**src/core/swm_regs.svh**
```systemverilog
`ifndef SWM_REGS_SVH
`define SWM_REGS_SVH
// register offsets, as printed
`define SWM_OFS_OUT1_SEL   16'h3440
`define SWM_OFS_OUT2_SEL   16'h3441
`define SWM_OFS_GEN_MASK   16'h3638
`define SWM_OFS_HOLD_SEL   16'h3759
`define SWM_OFS_COMM_CTRL  16'h3800
`define SWM_OFS_CTRL       16'h3900
`define SWM_OFS_STATUS     16'h3901
`define SWM_OFS_ENC_LIMIT  16'h3902
`define SWM_OFS_XENC_LIMIT 16'h3903
// hold selection fields
`define SWM_HOLD_COMM_BIT  0
`define SWM_HOLD_GEN_BIT   1
// control register fields
`define SWM_CTRL_RESET_BIT 0
`define SWM_CTRL_INC20_BIT 1
// general mask bit of each warning
`define SWM_MBIT_OVERLOAD  7
`define SWM_MBIT_REGEN     5
`define SWM_MBIT_BATTERY   0
`define SWM_MBIT_FAN       6
`define SWM_MBIT_ENC_COMM  4
`define SWM_MBIT_ENC_HOT   3
`define SWM_MBIT_VIBRATION 9
`define SWM_MBIT_LIFE      2
`define SWM_MBIT_XENC_WARN 8
`define SWM_MBIT_XENC_COMM 10
// communications warnings: mask bits in the communications control
`define SWM_CBIT_DATA      4
`define SWM_CBIT_CMD       5
`define SWM_CBIT_NET       6
// reset values
`define SWM_RST_SEL        16'h0000
`define SWM_RST_MASK       16'h0000
`define SWM_RST_HOLD       16'h0000
`define SWM_RST_COMM       16'h0000
`define SWM_RST_LIMIT      8'h03
// fan stop time
`define SWM_FAN_STOP_MS    1000
`define SWM_CLK_HZ         20000000
`define SWM_FAN_CYCLES     ((`SWM_CLK_HZ / 1000) * `SWM_FAN_STOP_MS)
`endif

```
**src/core/swm_pkg.sv**
```systemverilog
package swm_pkg;
    // warning indices; output selection code is index + 1
    typedef enum logic [3:0] {
        SWM_W_OVERLOAD, SWM_W_REGEN, SWM_W_BATTERY, SWM_W_FAN, SWM_W_ENC_COMM,
        SWM_W_ENC_HOT, SWM_W_VIBRATION, SWM_W_LIFE, SWM_W_XENC_WARN,
        SWM_W_XENC_COMM, SWM_W_DATA, SWM_W_CMD, SWM_W_NET
    } swm_warn_idx_t;
    localparam int SWM_NWARN = 13;
    typedef struct packed {
        logic        overload;
        logic        regen;
        logic        battery;
        logic        fan_stopped;
        logic        enc_comm_err;
        logic        enc_hot;
        logic        vibration;
        logic        life_low;
        logic        xenc_warn;
        logic        xenc_comm_err;
        logic        data_setting;
        logic        command;
        logic        net_comm_err;
    } swm_cond_t;
    typedef struct packed {
        logic [15:0] addr;
        logic [15:0] wdata;
        logic        wr;
        logic        rd;
    } swm_bus_req_t;
    typedef enum logic [1:0] {SWM_HOLD_NONE, SWM_HOLD_SEL_GEN, SWM_HOLD_SEL_COMM,
                              SWM_HOLD_LATCH} swm_hold_kind_t;
endpackage

```
**src/core/swm_warning_manager.sv**
```systemverilog
// Chosen here: the strobed register port.
`timescale 1ns/100ps
`include "swm_regs.svh"
module swm_warning_manager
    import swm_pkg::*;
(
    input  wire logic         ref_clk_i,
    input  wire logic         sys_rst_i,
    input  wire swm_bus_req_t bus_i,
    output logic [15:0]       rdata_o,
    input  wire swm_cond_t    cond_i,
    input  wire logic         enc_err_strobe_i,
    input  wire logic         enc_ok_strobe_i,
    input  wire logic         xenc_err_strobe_i,
    input  wire logic         xenc_ok_strobe_i,
    input  wire logic         enc_batt_hold_i,
    output logic              warning_out_first_o,
    output logic              warning_out_second_o
);
    localparam int FAN_CYC = `SWM_FAN_CYCLES;

    // conditions come from pins: two flops before use
    swm_cond_t   cond_s1;
    swm_cond_t   cond_s2;
    logic [3:0]  strb_s1;
    logic [3:0]  strb_s2;
    logic [3:0]  strb_s3;
    logic        batt_s1;
    logic        batt_s2;

    logic [15:0] out1_sel;
    logic [15:0] out2_sel;
    logic [15:0] gen_mask;
    logic [15:0] hold_sel;
    logic [15:0] comm_ctrl;
    logic        inc20_enc;
    logic [7:0]  enc_limit;
    logic [7:0]  xenc_limit;
    logic [7:0]  enc_run;
    logic [7:0]  xenc_run;
    logic [24:0] fan_cnt;
    logic [SWM_NWARN-1:0] active;
    logic        err_reset;

    always_ff @(posedge ref_clk_i) begin
        cond_s1 <= cond_i;
        cond_s2 <= cond_s1;
        strb_s1 <= {xenc_ok_strobe_i, xenc_err_strobe_i, enc_ok_strobe_i, enc_err_strobe_i};
        strb_s2 <= strb_s1;
        strb_s3 <= strb_s2;
        batt_s1 <= enc_batt_hold_i;
        batt_s2 <= batt_s1;
    end

    // pulse strobes become one-cycle events on rising edge
    wire [3:0] strb_rise = strb_s2 & ~strb_s3;

    function automatic logic [7:0] run_next(input logic [7:0] cur, input logic err,
                                            input logic ok);
        if (ok)
            return 8'h00;
        else if (err && cur != 8'hff)
            return cur + 8'h01;
        else
            return cur;
    endfunction

    // register bus
    wire wr_out1  = bus_i.wr && bus_i.addr == `SWM_OFS_OUT1_SEL;
    wire wr_out2  = bus_i.wr && bus_i.addr == `SWM_OFS_OUT2_SEL;
    wire wr_mask  = bus_i.wr && bus_i.addr == `SWM_OFS_GEN_MASK;
    wire wr_hold  = bus_i.wr && bus_i.addr == `SWM_OFS_HOLD_SEL;
    wire wr_comm  = bus_i.wr && bus_i.addr == `SWM_OFS_COMM_CTRL;
    wire wr_ctrl  = bus_i.wr && bus_i.addr == `SWM_OFS_CTRL;
    wire wr_elim  = bus_i.wr && bus_i.addr == `SWM_OFS_ENC_LIMIT;
    wire wr_xlim  = bus_i.wr && bus_i.addr == `SWM_OFS_XENC_LIMIT;

    // self-clearing reset command bit
    wire next_err_reset = wr_ctrl && bus_i.wdata[`SWM_CTRL_RESET_BIT];

    always_ff @(posedge ref_clk_i) begin
        if (sys_rst_i) begin
            out1_sel   <= `SWM_RST_SEL;
            out2_sel   <= `SWM_RST_SEL;
            gen_mask   <= `SWM_RST_MASK;
            hold_sel   <= `SWM_RST_HOLD;
            comm_ctrl  <= `SWM_RST_COMM;
            inc20_enc  <= 1'b0;
            enc_limit  <= `SWM_RST_LIMIT;
            xenc_limit <= `SWM_RST_LIMIT;
            err_reset  <= 1'b0;
        end else begin
            if (wr_out1) out1_sel <= bus_i.wdata;
            if (wr_out2) out2_sel <= bus_i.wdata;
            if (wr_mask) gen_mask <= bus_i.wdata;
            if (wr_hold) hold_sel <= bus_i.wdata;
            if (wr_comm) comm_ctrl <= bus_i.wdata;
            if (wr_ctrl) inc20_enc <= bus_i.wdata[`SWM_CTRL_INC20_BIT];
            if (wr_elim) enc_limit <= bus_i.wdata[7:0];
            if (wr_xlim) xenc_limit <= bus_i.wdata[7:0];
            err_reset <= next_err_reset;
        end
    end

    // read data one cycle later; unmapped reads zero
    wire [15:0] next_rdata =
        !bus_i.rd                           ? 16'h0000 :
        bus_i.addr == `SWM_OFS_OUT1_SEL     ? out1_sel :
        bus_i.addr == `SWM_OFS_OUT2_SEL     ? out2_sel :
        bus_i.addr == `SWM_OFS_GEN_MASK     ? gen_mask :
        bus_i.addr == `SWM_OFS_HOLD_SEL     ? hold_sel :
        bus_i.addr == `SWM_OFS_COMM_CTRL    ? comm_ctrl :
        bus_i.addr == `SWM_OFS_CTRL         ? {14'h0000, inc20_enc, 1'b0} :
        bus_i.addr == `SWM_OFS_STATUS       ? {3'h0, active} :
        bus_i.addr == `SWM_OFS_ENC_LIMIT    ? {8'h00, enc_limit} :
        bus_i.addr == `SWM_OFS_XENC_LIMIT   ? {8'h00, xenc_limit} :
        16'h0000;

    // consecutive error counters and fan timer
    always_ff @(posedge ref_clk_i) begin
        if (sys_rst_i) begin
            enc_run  <= 8'h00;
            xenc_run <= 8'h00;
            fan_cnt  <= 25'h0000000;
        end else begin
            enc_run  <= run_next(enc_run, strb_rise[0], strb_rise[1]);
            xenc_run <= run_next(xenc_run, strb_rise[2], strb_rise[3]);
            if (!cond_s2.fan_stopped)
                fan_cnt <= 25'h0000000;
            else if (fan_cnt != 25'(FAN_CYC))
                fan_cnt <= fan_cnt + 25'h0000001;
        end
    end

    // raw detection per warning, index order as swm_warn_idx_t
    wire [SWM_NWARN-1:0] raw;
    assign raw[SWM_W_OVERLOAD]  = cond_s2.overload;
    assign raw[SWM_W_REGEN]     = cond_s2.regen;
    assign raw[SWM_W_BATTERY]   = cond_s2.battery;
    assign raw[SWM_W_FAN]       = fan_cnt == 25'(FAN_CYC);
    assign raw[SWM_W_ENC_COMM]  = enc_run > enc_limit;
    assign raw[SWM_W_ENC_HOT]   = cond_s2.enc_hot && inc20_enc;
    assign raw[SWM_W_VIBRATION] = cond_s2.vibration;
    assign raw[SWM_W_LIFE]      = cond_s2.life_low;
    assign raw[SWM_W_XENC_WARN] = cond_s2.xenc_warn;
    assign raw[SWM_W_XENC_COMM] = xenc_run > xenc_limit;
    assign raw[SWM_W_DATA]      = cond_s2.data_setting;
    assign raw[SWM_W_CMD]       = cond_s2.command;
    assign raw[SWM_W_NET]       = cond_s2.net_comm_err;

    // detection masks
    logic [SWM_NWARN-1:0] masked;
    assign masked = {comm_ctrl[`SWM_CBIT_NET], comm_ctrl[`SWM_CBIT_CMD],
                     comm_ctrl[`SWM_CBIT_DATA],
                     gen_mask[`SWM_MBIT_XENC_COMM], gen_mask[`SWM_MBIT_XENC_WARN],
                     gen_mask[`SWM_MBIT_LIFE], gen_mask[`SWM_MBIT_VIBRATION],
                     gen_mask[`SWM_MBIT_ENC_HOT], gen_mask[`SWM_MBIT_ENC_COMM],
                     gen_mask[`SWM_MBIT_FAN], gen_mask[`SWM_MBIT_BATTERY],
                     gen_mask[`SWM_MBIT_REGEN], gen_mask[`SWM_MBIT_OVERLOAD]};
    wire [SWM_NWARN-1:0] detect = raw & ~masked;

    // hold kind per warning; non-switchable non-latch ones auto clear
    wire hold_gen  = hold_sel[`SWM_HOLD_GEN_BIT];
    wire hold_comm = hold_sel[`SWM_HOLD_COMM_BIT];
    logic [SWM_NWARN-1:0] held;
    assign held = {hold_comm, 1'b0, hold_comm,      // cmd warning not switchable
                   hold_gen, 1'b0, 1'b1, 1'b0,
                   hold_gen, hold_gen, hold_gen, 1'b1, hold_gen, hold_gen};

    // battery latch waits for encoder hold release
    wire [SWM_NWARN-1:0] batt_keep = batt_s2 ? (13'h0001 << SWM_W_BATTERY) : 13'h0000;
    wire [SWM_NWARN-1:0] clr_reset = err_reset ? ~batt_keep : 13'h0000;

    // detection wins over clear, so a persistent cause reasserts at once
    wire [SWM_NWARN-1:0] next_active =
        detect | (active & held & ~clr_reset);

    // outputs follow a selection written in the same cycle
    wire [15:0] next_out1_sel = wr_out1 ? bus_i.wdata : out1_sel;
    wire [15:0] next_out2_sel = wr_out2 ? bus_i.wdata : out2_sel;

    function automatic logic sel_hit(input logic [15:0] sel,
                                     input logic [SWM_NWARN-1:0] act);
        logic hit;
        hit = 1'b0;
        for (int i = 0; i < SWM_NWARN; i++)
            if (act[i] && (sel == 16'h0000 || sel == 16'(i + 1)))
                hit = 1'b1;
        return hit;
    endfunction

    always_ff @(posedge ref_clk_i) begin
        if (sys_rst_i) begin
            active               <= '0;
            rdata_o              <= 16'h0000;
            warning_out_first_o  <= 1'b0;
            warning_out_second_o <= 1'b0;
        end else begin
            active               <= next_active;
            rdata_o              <= next_rdata;
            warning_out_first_o  <= sel_hit(next_out1_sel, next_active);
            warning_out_second_o <= sel_hit(next_out2_sel, next_active);
        end
    end

    AST_OUT_MATCH: assert property (@(posedge ref_clk_i) disable iff (sys_rst_i)
        warning_out_first_o == sel_hit(out1_sel, active))
        else $error("first output disagrees with active set");
    AST_ANY_SEL: assert property (@(posedge ref_clk_i) disable iff (sys_rst_i)
        (out2_sel == 16'h0000 && active != '0) |-> warning_out_second_o)
        else $error("zero selection missed a warning");
    AST_AUTO_CLR: assert property (@(posedge ref_clk_i) disable iff (sys_rst_i)
        (!hold_gen && !detect[SWM_W_OVERLOAD]) |=> !active[SWM_W_OVERLOAD])
        else $error("non-held overload stayed");
    AST_HOLD: assert property (@(posedge ref_clk_i) disable iff (sys_rst_i)
        (hold_gen && active[SWM_W_REGEN] && !err_reset) |=> active[SWM_W_REGEN])
        else $error("held warning dropped");
    AST_LATCH_LIFE: assert property (@(posedge ref_clk_i) disable iff (sys_rst_i)
        (active[SWM_W_LIFE] && !err_reset) |=> active[SWM_W_LIFE])
        else $error("life warning not latched");
    AST_MASK: assert property (@(posedge ref_clk_i) disable iff (sys_rst_i)
        (gen_mask[`SWM_MBIT_FAN] && !active[SWM_W_FAN]) |=> !active[SWM_W_FAN])
        else $error("masked fan warning raised");
    AST_COMM_MASK: assert property (@(posedge ref_clk_i) disable iff (sys_rst_i)
        (comm_ctrl[`SWM_CBIT_NET] && !active[SWM_W_NET]) |=> !active[SWM_W_NET])
        else $error("masked comm warning raised");
    AST_RESET_CLR: assert property (@(posedge ref_clk_i) disable iff (sys_rst_i)
        (err_reset && !detect[SWM_W_OVERLOAD]) |=> !active[SWM_W_OVERLOAD])
        else $error("reset did not clear warning");
    AST_BATT_KEEP: assert property (@(posedge ref_clk_i) disable iff (sys_rst_i)
        (active[SWM_W_BATTERY] && batt_s2) |=> active[SWM_W_BATTERY])
        else $error("battery cleared under encoder hold");
    AST_ENC_HOT: assert property (@(posedge ref_clk_i) disable iff (sys_rst_i)
        (!inc20_enc && !active[SWM_W_ENC_HOT]) |=> !active[SWM_W_ENC_HOT])
        else $error("overheat raised on wrong encoder");
    // per-warning set and clear paths; fan timer too long for the bench to reach

    AST_OUT2_MATCH: assert property (@(posedge ref_clk_i) disable iff (sys_rst_i)
        warning_out_second_o == sel_hit(out2_sel, active))
        else $error("second output disagrees with active set");

    AST_ANY_SEL_FIRST: assert property (@(posedge ref_clk_i) disable iff (sys_rst_i)
        (out1_sel == 16'h0000 && active != '0) |-> warning_out_first_o)
        else $error("zero selection missed a warning on first output");

    AST_OUT_IDLE: assert property (@(posedge ref_clk_i) disable iff (sys_rst_i)
        (active == '0) |-> (!warning_out_first_o && !warning_out_second_o))
        else $error("output high with no active warning");

    AST_SEL_MISS: assert property (@(posedge ref_clk_i) disable iff (sys_rst_i)
        (out1_sel == 16'h0001 && !active[SWM_W_OVERLOAD]) |-> !warning_out_first_o)
        else $error("first output high for an unselected warning");

    AST_AUTO_CLR_REGEN: assert property (@(posedge ref_clk_i) disable iff (sys_rst_i)
        (!hold_gen && !detect[SWM_W_REGEN]) |=> !active[SWM_W_REGEN])
        else $error("non-held regeneration warning stayed");

    AST_AUTO_CLR_VIB: assert property (@(posedge ref_clk_i) disable iff (sys_rst_i)
        !detect[SWM_W_VIBRATION] |=> !active[SWM_W_VIBRATION])
        else $error("vibration warning held");

    AST_AUTO_CLR_XENC: assert property (@(posedge ref_clk_i) disable iff (sys_rst_i)
        !detect[SWM_W_XENC_WARN] |=> !active[SWM_W_XENC_WARN])
        else $error("external encoder warning held");

    AST_COMM_HOLD: assert property (@(posedge ref_clk_i) disable iff (sys_rst_i)
        (hold_comm && active[SWM_W_DATA] && !err_reset) |=> active[SWM_W_DATA])
        else $error("held comm warning dropped");

    AST_COMM_AUTO: assert property (@(posedge ref_clk_i) disable iff (sys_rst_i)
        (!hold_comm && !detect[SWM_W_DATA]) |=> !active[SWM_W_DATA])
        else $error("non-held comm warning stayed");

    AST_LATCH_BATT: assert property (@(posedge ref_clk_i) disable iff (sys_rst_i)
        (active[SWM_W_BATTERY] && !err_reset) |=> active[SWM_W_BATTERY])
        else $error("battery warning not latched");

    AST_OVERLOAD_SET: assert property (@(posedge ref_clk_i) disable iff (sys_rst_i)
        (cond_s2.overload && !gen_mask[`SWM_MBIT_OVERLOAD]) |=> active[SWM_W_OVERLOAD])
        else $error("overload warning not raised");

    AST_REGEN_SET: assert property (@(posedge ref_clk_i) disable iff (sys_rst_i)
        (cond_s2.regen && !gen_mask[`SWM_MBIT_REGEN]) |=> active[SWM_W_REGEN])
        else $error("regeneration warning not raised");

    AST_BATT_SET: assert property (@(posedge ref_clk_i) disable iff (sys_rst_i)
        (cond_s2.battery && !gen_mask[`SWM_MBIT_BATTERY]) |=> active[SWM_W_BATTERY])
        else $error("battery warning not raised");

    AST_FAN_SET: assert property (@(posedge ref_clk_i) disable iff (sys_rst_i)
        (fan_cnt == 25'(FAN_CYC) && !gen_mask[`SWM_MBIT_FAN]) |=> active[SWM_W_FAN])
        else $error("fan warning not raised");

    AST_FAN_EARLY: assert property (@(posedge ref_clk_i) disable iff (sys_rst_i)
        (fan_cnt != 25'(FAN_CYC) && !active[SWM_W_FAN]) |=> !active[SWM_W_FAN])
        else $error("fan warning raised early");

    AST_ENC_COMM_SET: assert property (@(posedge ref_clk_i) disable iff (sys_rst_i)
        (enc_run > enc_limit && !gen_mask[`SWM_MBIT_ENC_COMM]) |=> active[SWM_W_ENC_COMM])
        else $error("encoder comm warning not raised");

    AST_XENC_COMM_SET: assert property (@(posedge ref_clk_i) disable iff (sys_rst_i)
        (xenc_run > xenc_limit && !gen_mask[`SWM_MBIT_XENC_COMM]) |=> active[SWM_W_XENC_COMM])
        else $error("external comm warning not raised");

    AST_ENC_RUN_CLR: assert property (@(posedge ref_clk_i) disable iff (sys_rst_i)
        strb_rise[1] |=> (enc_run == 8'h00))
        else $error("good frame did not restart error count");

    AST_ENC_HOT_SET: assert property (@(posedge ref_clk_i) disable iff (sys_rst_i)
        (cond_s2.enc_hot && inc20_enc && !gen_mask[`SWM_MBIT_ENC_HOT]) |=> active[SWM_W_ENC_HOT])
        else $error("overheat warning not raised");

    AST_LIFE_SET: assert property (@(posedge ref_clk_i) disable iff (sys_rst_i)
        (cond_s2.life_low && !gen_mask[`SWM_MBIT_LIFE]) |=> active[SWM_W_LIFE])
        else $error("life warning not raised");

    AST_BATT_RELEASE: assert property (@(posedge ref_clk_i) disable iff (sys_rst_i)
        (err_reset && !batt_s2 && !detect[SWM_W_BATTERY]) |=> !active[SWM_W_BATTERY])
        else $error("battery kept after encoder release");

    AST_XENC_SET: assert property (@(posedge ref_clk_i) disable iff (sys_rst_i)
        (cond_s2.xenc_warn && !gen_mask[`SWM_MBIT_XENC_WARN]) |=> active[SWM_W_XENC_WARN])
        else $error("external encoder warning not raised");
endmodule

```
**config.mk**
```make
export PLATFORM = sky130hd
export DESIGN_NAME = swm_warning_manager
export DESIGN_NICKNAME = d
export VERILOG_FILES = /design/src/core/swm_pkg.sv /design/src/core/swm_warning_manager.sv
export VERILOG_INCLUDE_DIRS = /design/src /design/src/core
export SDC_FILE = /design/constraint.sdc
export NUM_CORES = 1
export LEC_CHECK = 0
export BUFFER_PORTS_ARGS = -buffer_cell sky130_fd_sc_hd__buf_2
export CAP_MARGIN = 10
export CORE_MARGIN = 4
export CORE_UTILIZATION = 35
export DETAILED_ROUTE_END_ITERATION = 12
export PLACE_DENSITY = 0.49
export SYNTH_ARGS = -nofsm -noshare
export SYNTH_HDL_FRONTEND = slang
export SYNTH_SLANG_ARGS = --single-unit
export TNS_END_PERCENT = 30
```
**constraint.sdc**
```tcl
create_clock -name ref_clk_i -period 4.4 [get_ports ref_clk_i]
set_input_delay 0.88 -clock ref_clk_i [delete_from_list [all_inputs] [get_ports ref_clk_i]]
set_output_delay 0.88 -clock ref_clk_i [all_outputs]
set_load 0.05 [all_outputs]
```
==> results.md <==
- Number of library cell types mapped by synthesis: 76
- Internal power: 0.003151 W
- Top-level port count: 72
- Layout Skew: 10.37 ps
- Worst slew pin tran: 972.1 ps
- Max-slew headroom: 0.3520
- Fraction of registers with async set or reset after synthesis: 0
- Largest net degree at the start of global routing: 69
- Status: completed
- Post-synthesis sequential area ratio: 0.4458
- Number of DRC markers in iteration 0: 700
- Tmin final: 3032 ps
- Die H: 170.6 µm
- Hpwl dp: 18470 µm
- CTS sink count: 206
- Syn nets: 1128
- TritonCTS Buffers: 25
- Most frequent cells in the layout: dfxtp_1 (206), nor2_1 (136), nand2_1 (133)
- Post-Route WL: 26950 µm
- Post-CTS setup buffers: 0
- Initial antenna violation count: 0
- DRT antenna net count: 0
- Die area: 29100 µm²
- Gate power share: 0.039
- VDD IR max: 0.0002539 V
- Starting Density: 0.3550
- Crit path kind: in -> reg
- Seq pwr share: 0.470
- Max-slew violations: 0
- Antenna cell count: 0
- Clk slew on worst S/H paths: 60 ps
- All-Layer GR Usage: 0.1819
- Top_reg_cell synth: dfxtp_1
- Max_cap viols: 0
- # fillers: 2636
- Fraction of layout instances using a drive strength above 1: 0.1296
- Post-CTS sizing: 0
- Post-route cell area: 10560 µm²
- Clock Power Share: 0.492
- Synthesis Warnings: 0
- TritonCTS clock tree: done
- Synthesized cell area: 9251 µm²
- WL/cell: 18.64 µm
- Mean Syn Cell Area: 8.777 µm²
- Hold crit path type: reg -> reg
- Psw: 0.0009019 W
- Total gr overflow: 0
- Placer Congestion: 0.8720
- Leakage: 4.252 nW
- # setup viols final: 0
- IO Port Bufs: 69
- Final period util: 0.6892
- Register area: 4124 µm²
- EDFF count, synth: 0
- Most common cell after layout, fill and taps aside: dfxtp_1
- Core area: 26060 µm²
- Synth Register Bits: 206
- First-pass GRT wire length: 42480 µm
- Die W: 170.6 µm
- Crit path launch type: input pin
- Max FO, Critical Path: 16
- Clk buf depth: 3
- Cell Area, Placed: 9768 µm²
- Vias: 7718
- Root buf cell: clkbuf_16
- Post-DR vias/cell: 5.337
- Final Hold Fails: 0
- Sw Share: 0.2225
- Number of global-route vias before repair: 7242
- Worst path arrival time: 3400 ps
- First drt pass iteration count: 9
- Synth Instances: 1054
- FP Rows: 59
- Critical Path End Type: register
- Pwr per Cell Area: 383.7 nW/µm²
- Peak Freq: 329.8 MHz
- FF-to-FF setup slack: 1640 ps
- Residual DRC count: 0
- H-tree Lvls: 1
- Hold Buf Count CTS: 0
- Worst skew pair latency: 510 ps
- Setup TNS: 0 ps
- RSZ-0062 raised after global routing: false
- Final Total Pwr: 0.004053 W
- Crit path required time: 4760 ps
- Hold slack: 322.4 ps
- Fin nets: 1167
- Area Growth Syn to Fin: 14.19%
- Area of the multi-input gates: 4667 µm²
-- cells in the mapped netlist, drive strengths merged (4+ instances only) --
cell	count	area, µm²
or3	15	93.84
and3	8	51.30
nor2	137	516.8
a21oi	92	460.4
a2bb2oi	5	43.79
clkbuf	48	210.2
nor4	12	90.09
nor2b	13	81.33
a21o	6	45.04
ha	20	250.2
nand4	21	131.4
buf	19	111.4
a31oi	4	25.02
nor3	16	80.08
and2	4	26.28
a222oi	16	160.2
o21ai	24	120.1
a221oi	8	70.07
a22oi	4	30.03
or4	6	45.04
a211oi	6	45.04
mux2i	64	640.6
dfxtp	206	4124
inv	34	127.6
nor3b	5	42.54
nand2	135	511.7
xnor2	12	105.1
a41oi	5	51.30
and4	4	35.03
nor4b	4	65.07
xor2	26	227.7
mux2	4	45.04
a211o	7	61.31
o211ai	4	30.03
nand2b	7	43.79
nand3	14	87.59
-- state kept, by name, summed over array words and instances (netlist names), 4 cells and up --
signal / cells
fan_cnt: 25
rdata_o: 16
strb_s3: 4
xenc_run: 8
gen_mask: 16
strb_s1: 4
enc_run: 8
xenc_limit: 8
enc_limit: 8
strb_s2: 4
hold_sel: 16
out2_sel: 16
active: 13
out1_sel: 16
cond_s2: 11
comm_ctrl: 16
cond_s1: 11
-- power groups by stage --
stage	Sequential, W	Combinational [W]	Clock [W]
6_report	0.00190	0.000156	0.00199
5_1_grt	0.00191	0.000172	0.00212
4_1_cts	0.00190	0.000158	0.00205
3_5_place_dp	0.00195	0.000157	0
3_3_place_gp	0.00194	0.000157	0
2_1_floorplan	0.00194	0.0000875	0
-- per-stage QoR --
stage,std cells,utilization,worst slack [ps]
floorplan,1054,-,1672
global placement,1401,0.3749,808.2
detailed placement,1401,0.3749,832.5
CTS,1446,0.4054,1365
global route,1446,0.4054,1182
finish,1446,0.4054,1368
-- cell families (layout without fill, tap and decap cells) --
kind of cell / Yosys count / count (layout) / synth area share
mux: 68 / 68 / 0.07411
buf+inv: 102 / 159 / 0.04977
flops: 206 / 206 / 0.4458
compound gates: 205 / 205 / 0.1462
simple gates: 415 / 415 / 0.2211
xor+xnor: 38 / 38 / 0.03598
fa+ha+maj: 20 / 20 / 0.02705
-- worst paths after layout --
path / start / end / depth (start not counted)
worst max register to register: fan_cnt[17]$_SDFFE_PP0P_ / warning_out_second_o$_SDFF_PP0_ / 7
worst max-delay path: bus_i[32] / hold_sel[2]$_SDFFE_PP0P_ / 9
worst min-delay path: strb_s1[1]$_DFF_P_ / strb_s2[1]$_DFF_P_ / 0
worst min register to register: strb_s1[1]$_DFF_P_ / strb_s2[1]$_DFF_P_ / 0
-- metal layers --
metal	routed length, µm	GRT usage
met1	12910	0.2719
met5	0	0
met4	551	0.04340
met3	1631	0.02680
met2	11850	0.2767
-- worst max-delay path, stage by stage --
cell,delay [ps]
buf_2,100
nand4bb_4,260
nor4_1,560
and4_1,260
buf_4,270
nand2_1,460
buf_4,380
mux2i_1,160
nor2_1,60
-- final cells by class --
cell class	count	share of cell area
Clock buffer	35	0.06562
Clock inverter	10	0.009712
Inverter	34	0.01208
Multi-Input combinational cell	746	0.4418
Sequential cell	206	0.3904
Tap cell	335	0.03968
Timing Repair Buffer	80	0.04074
Note: power is estimated with default switching activity, not from simulation.
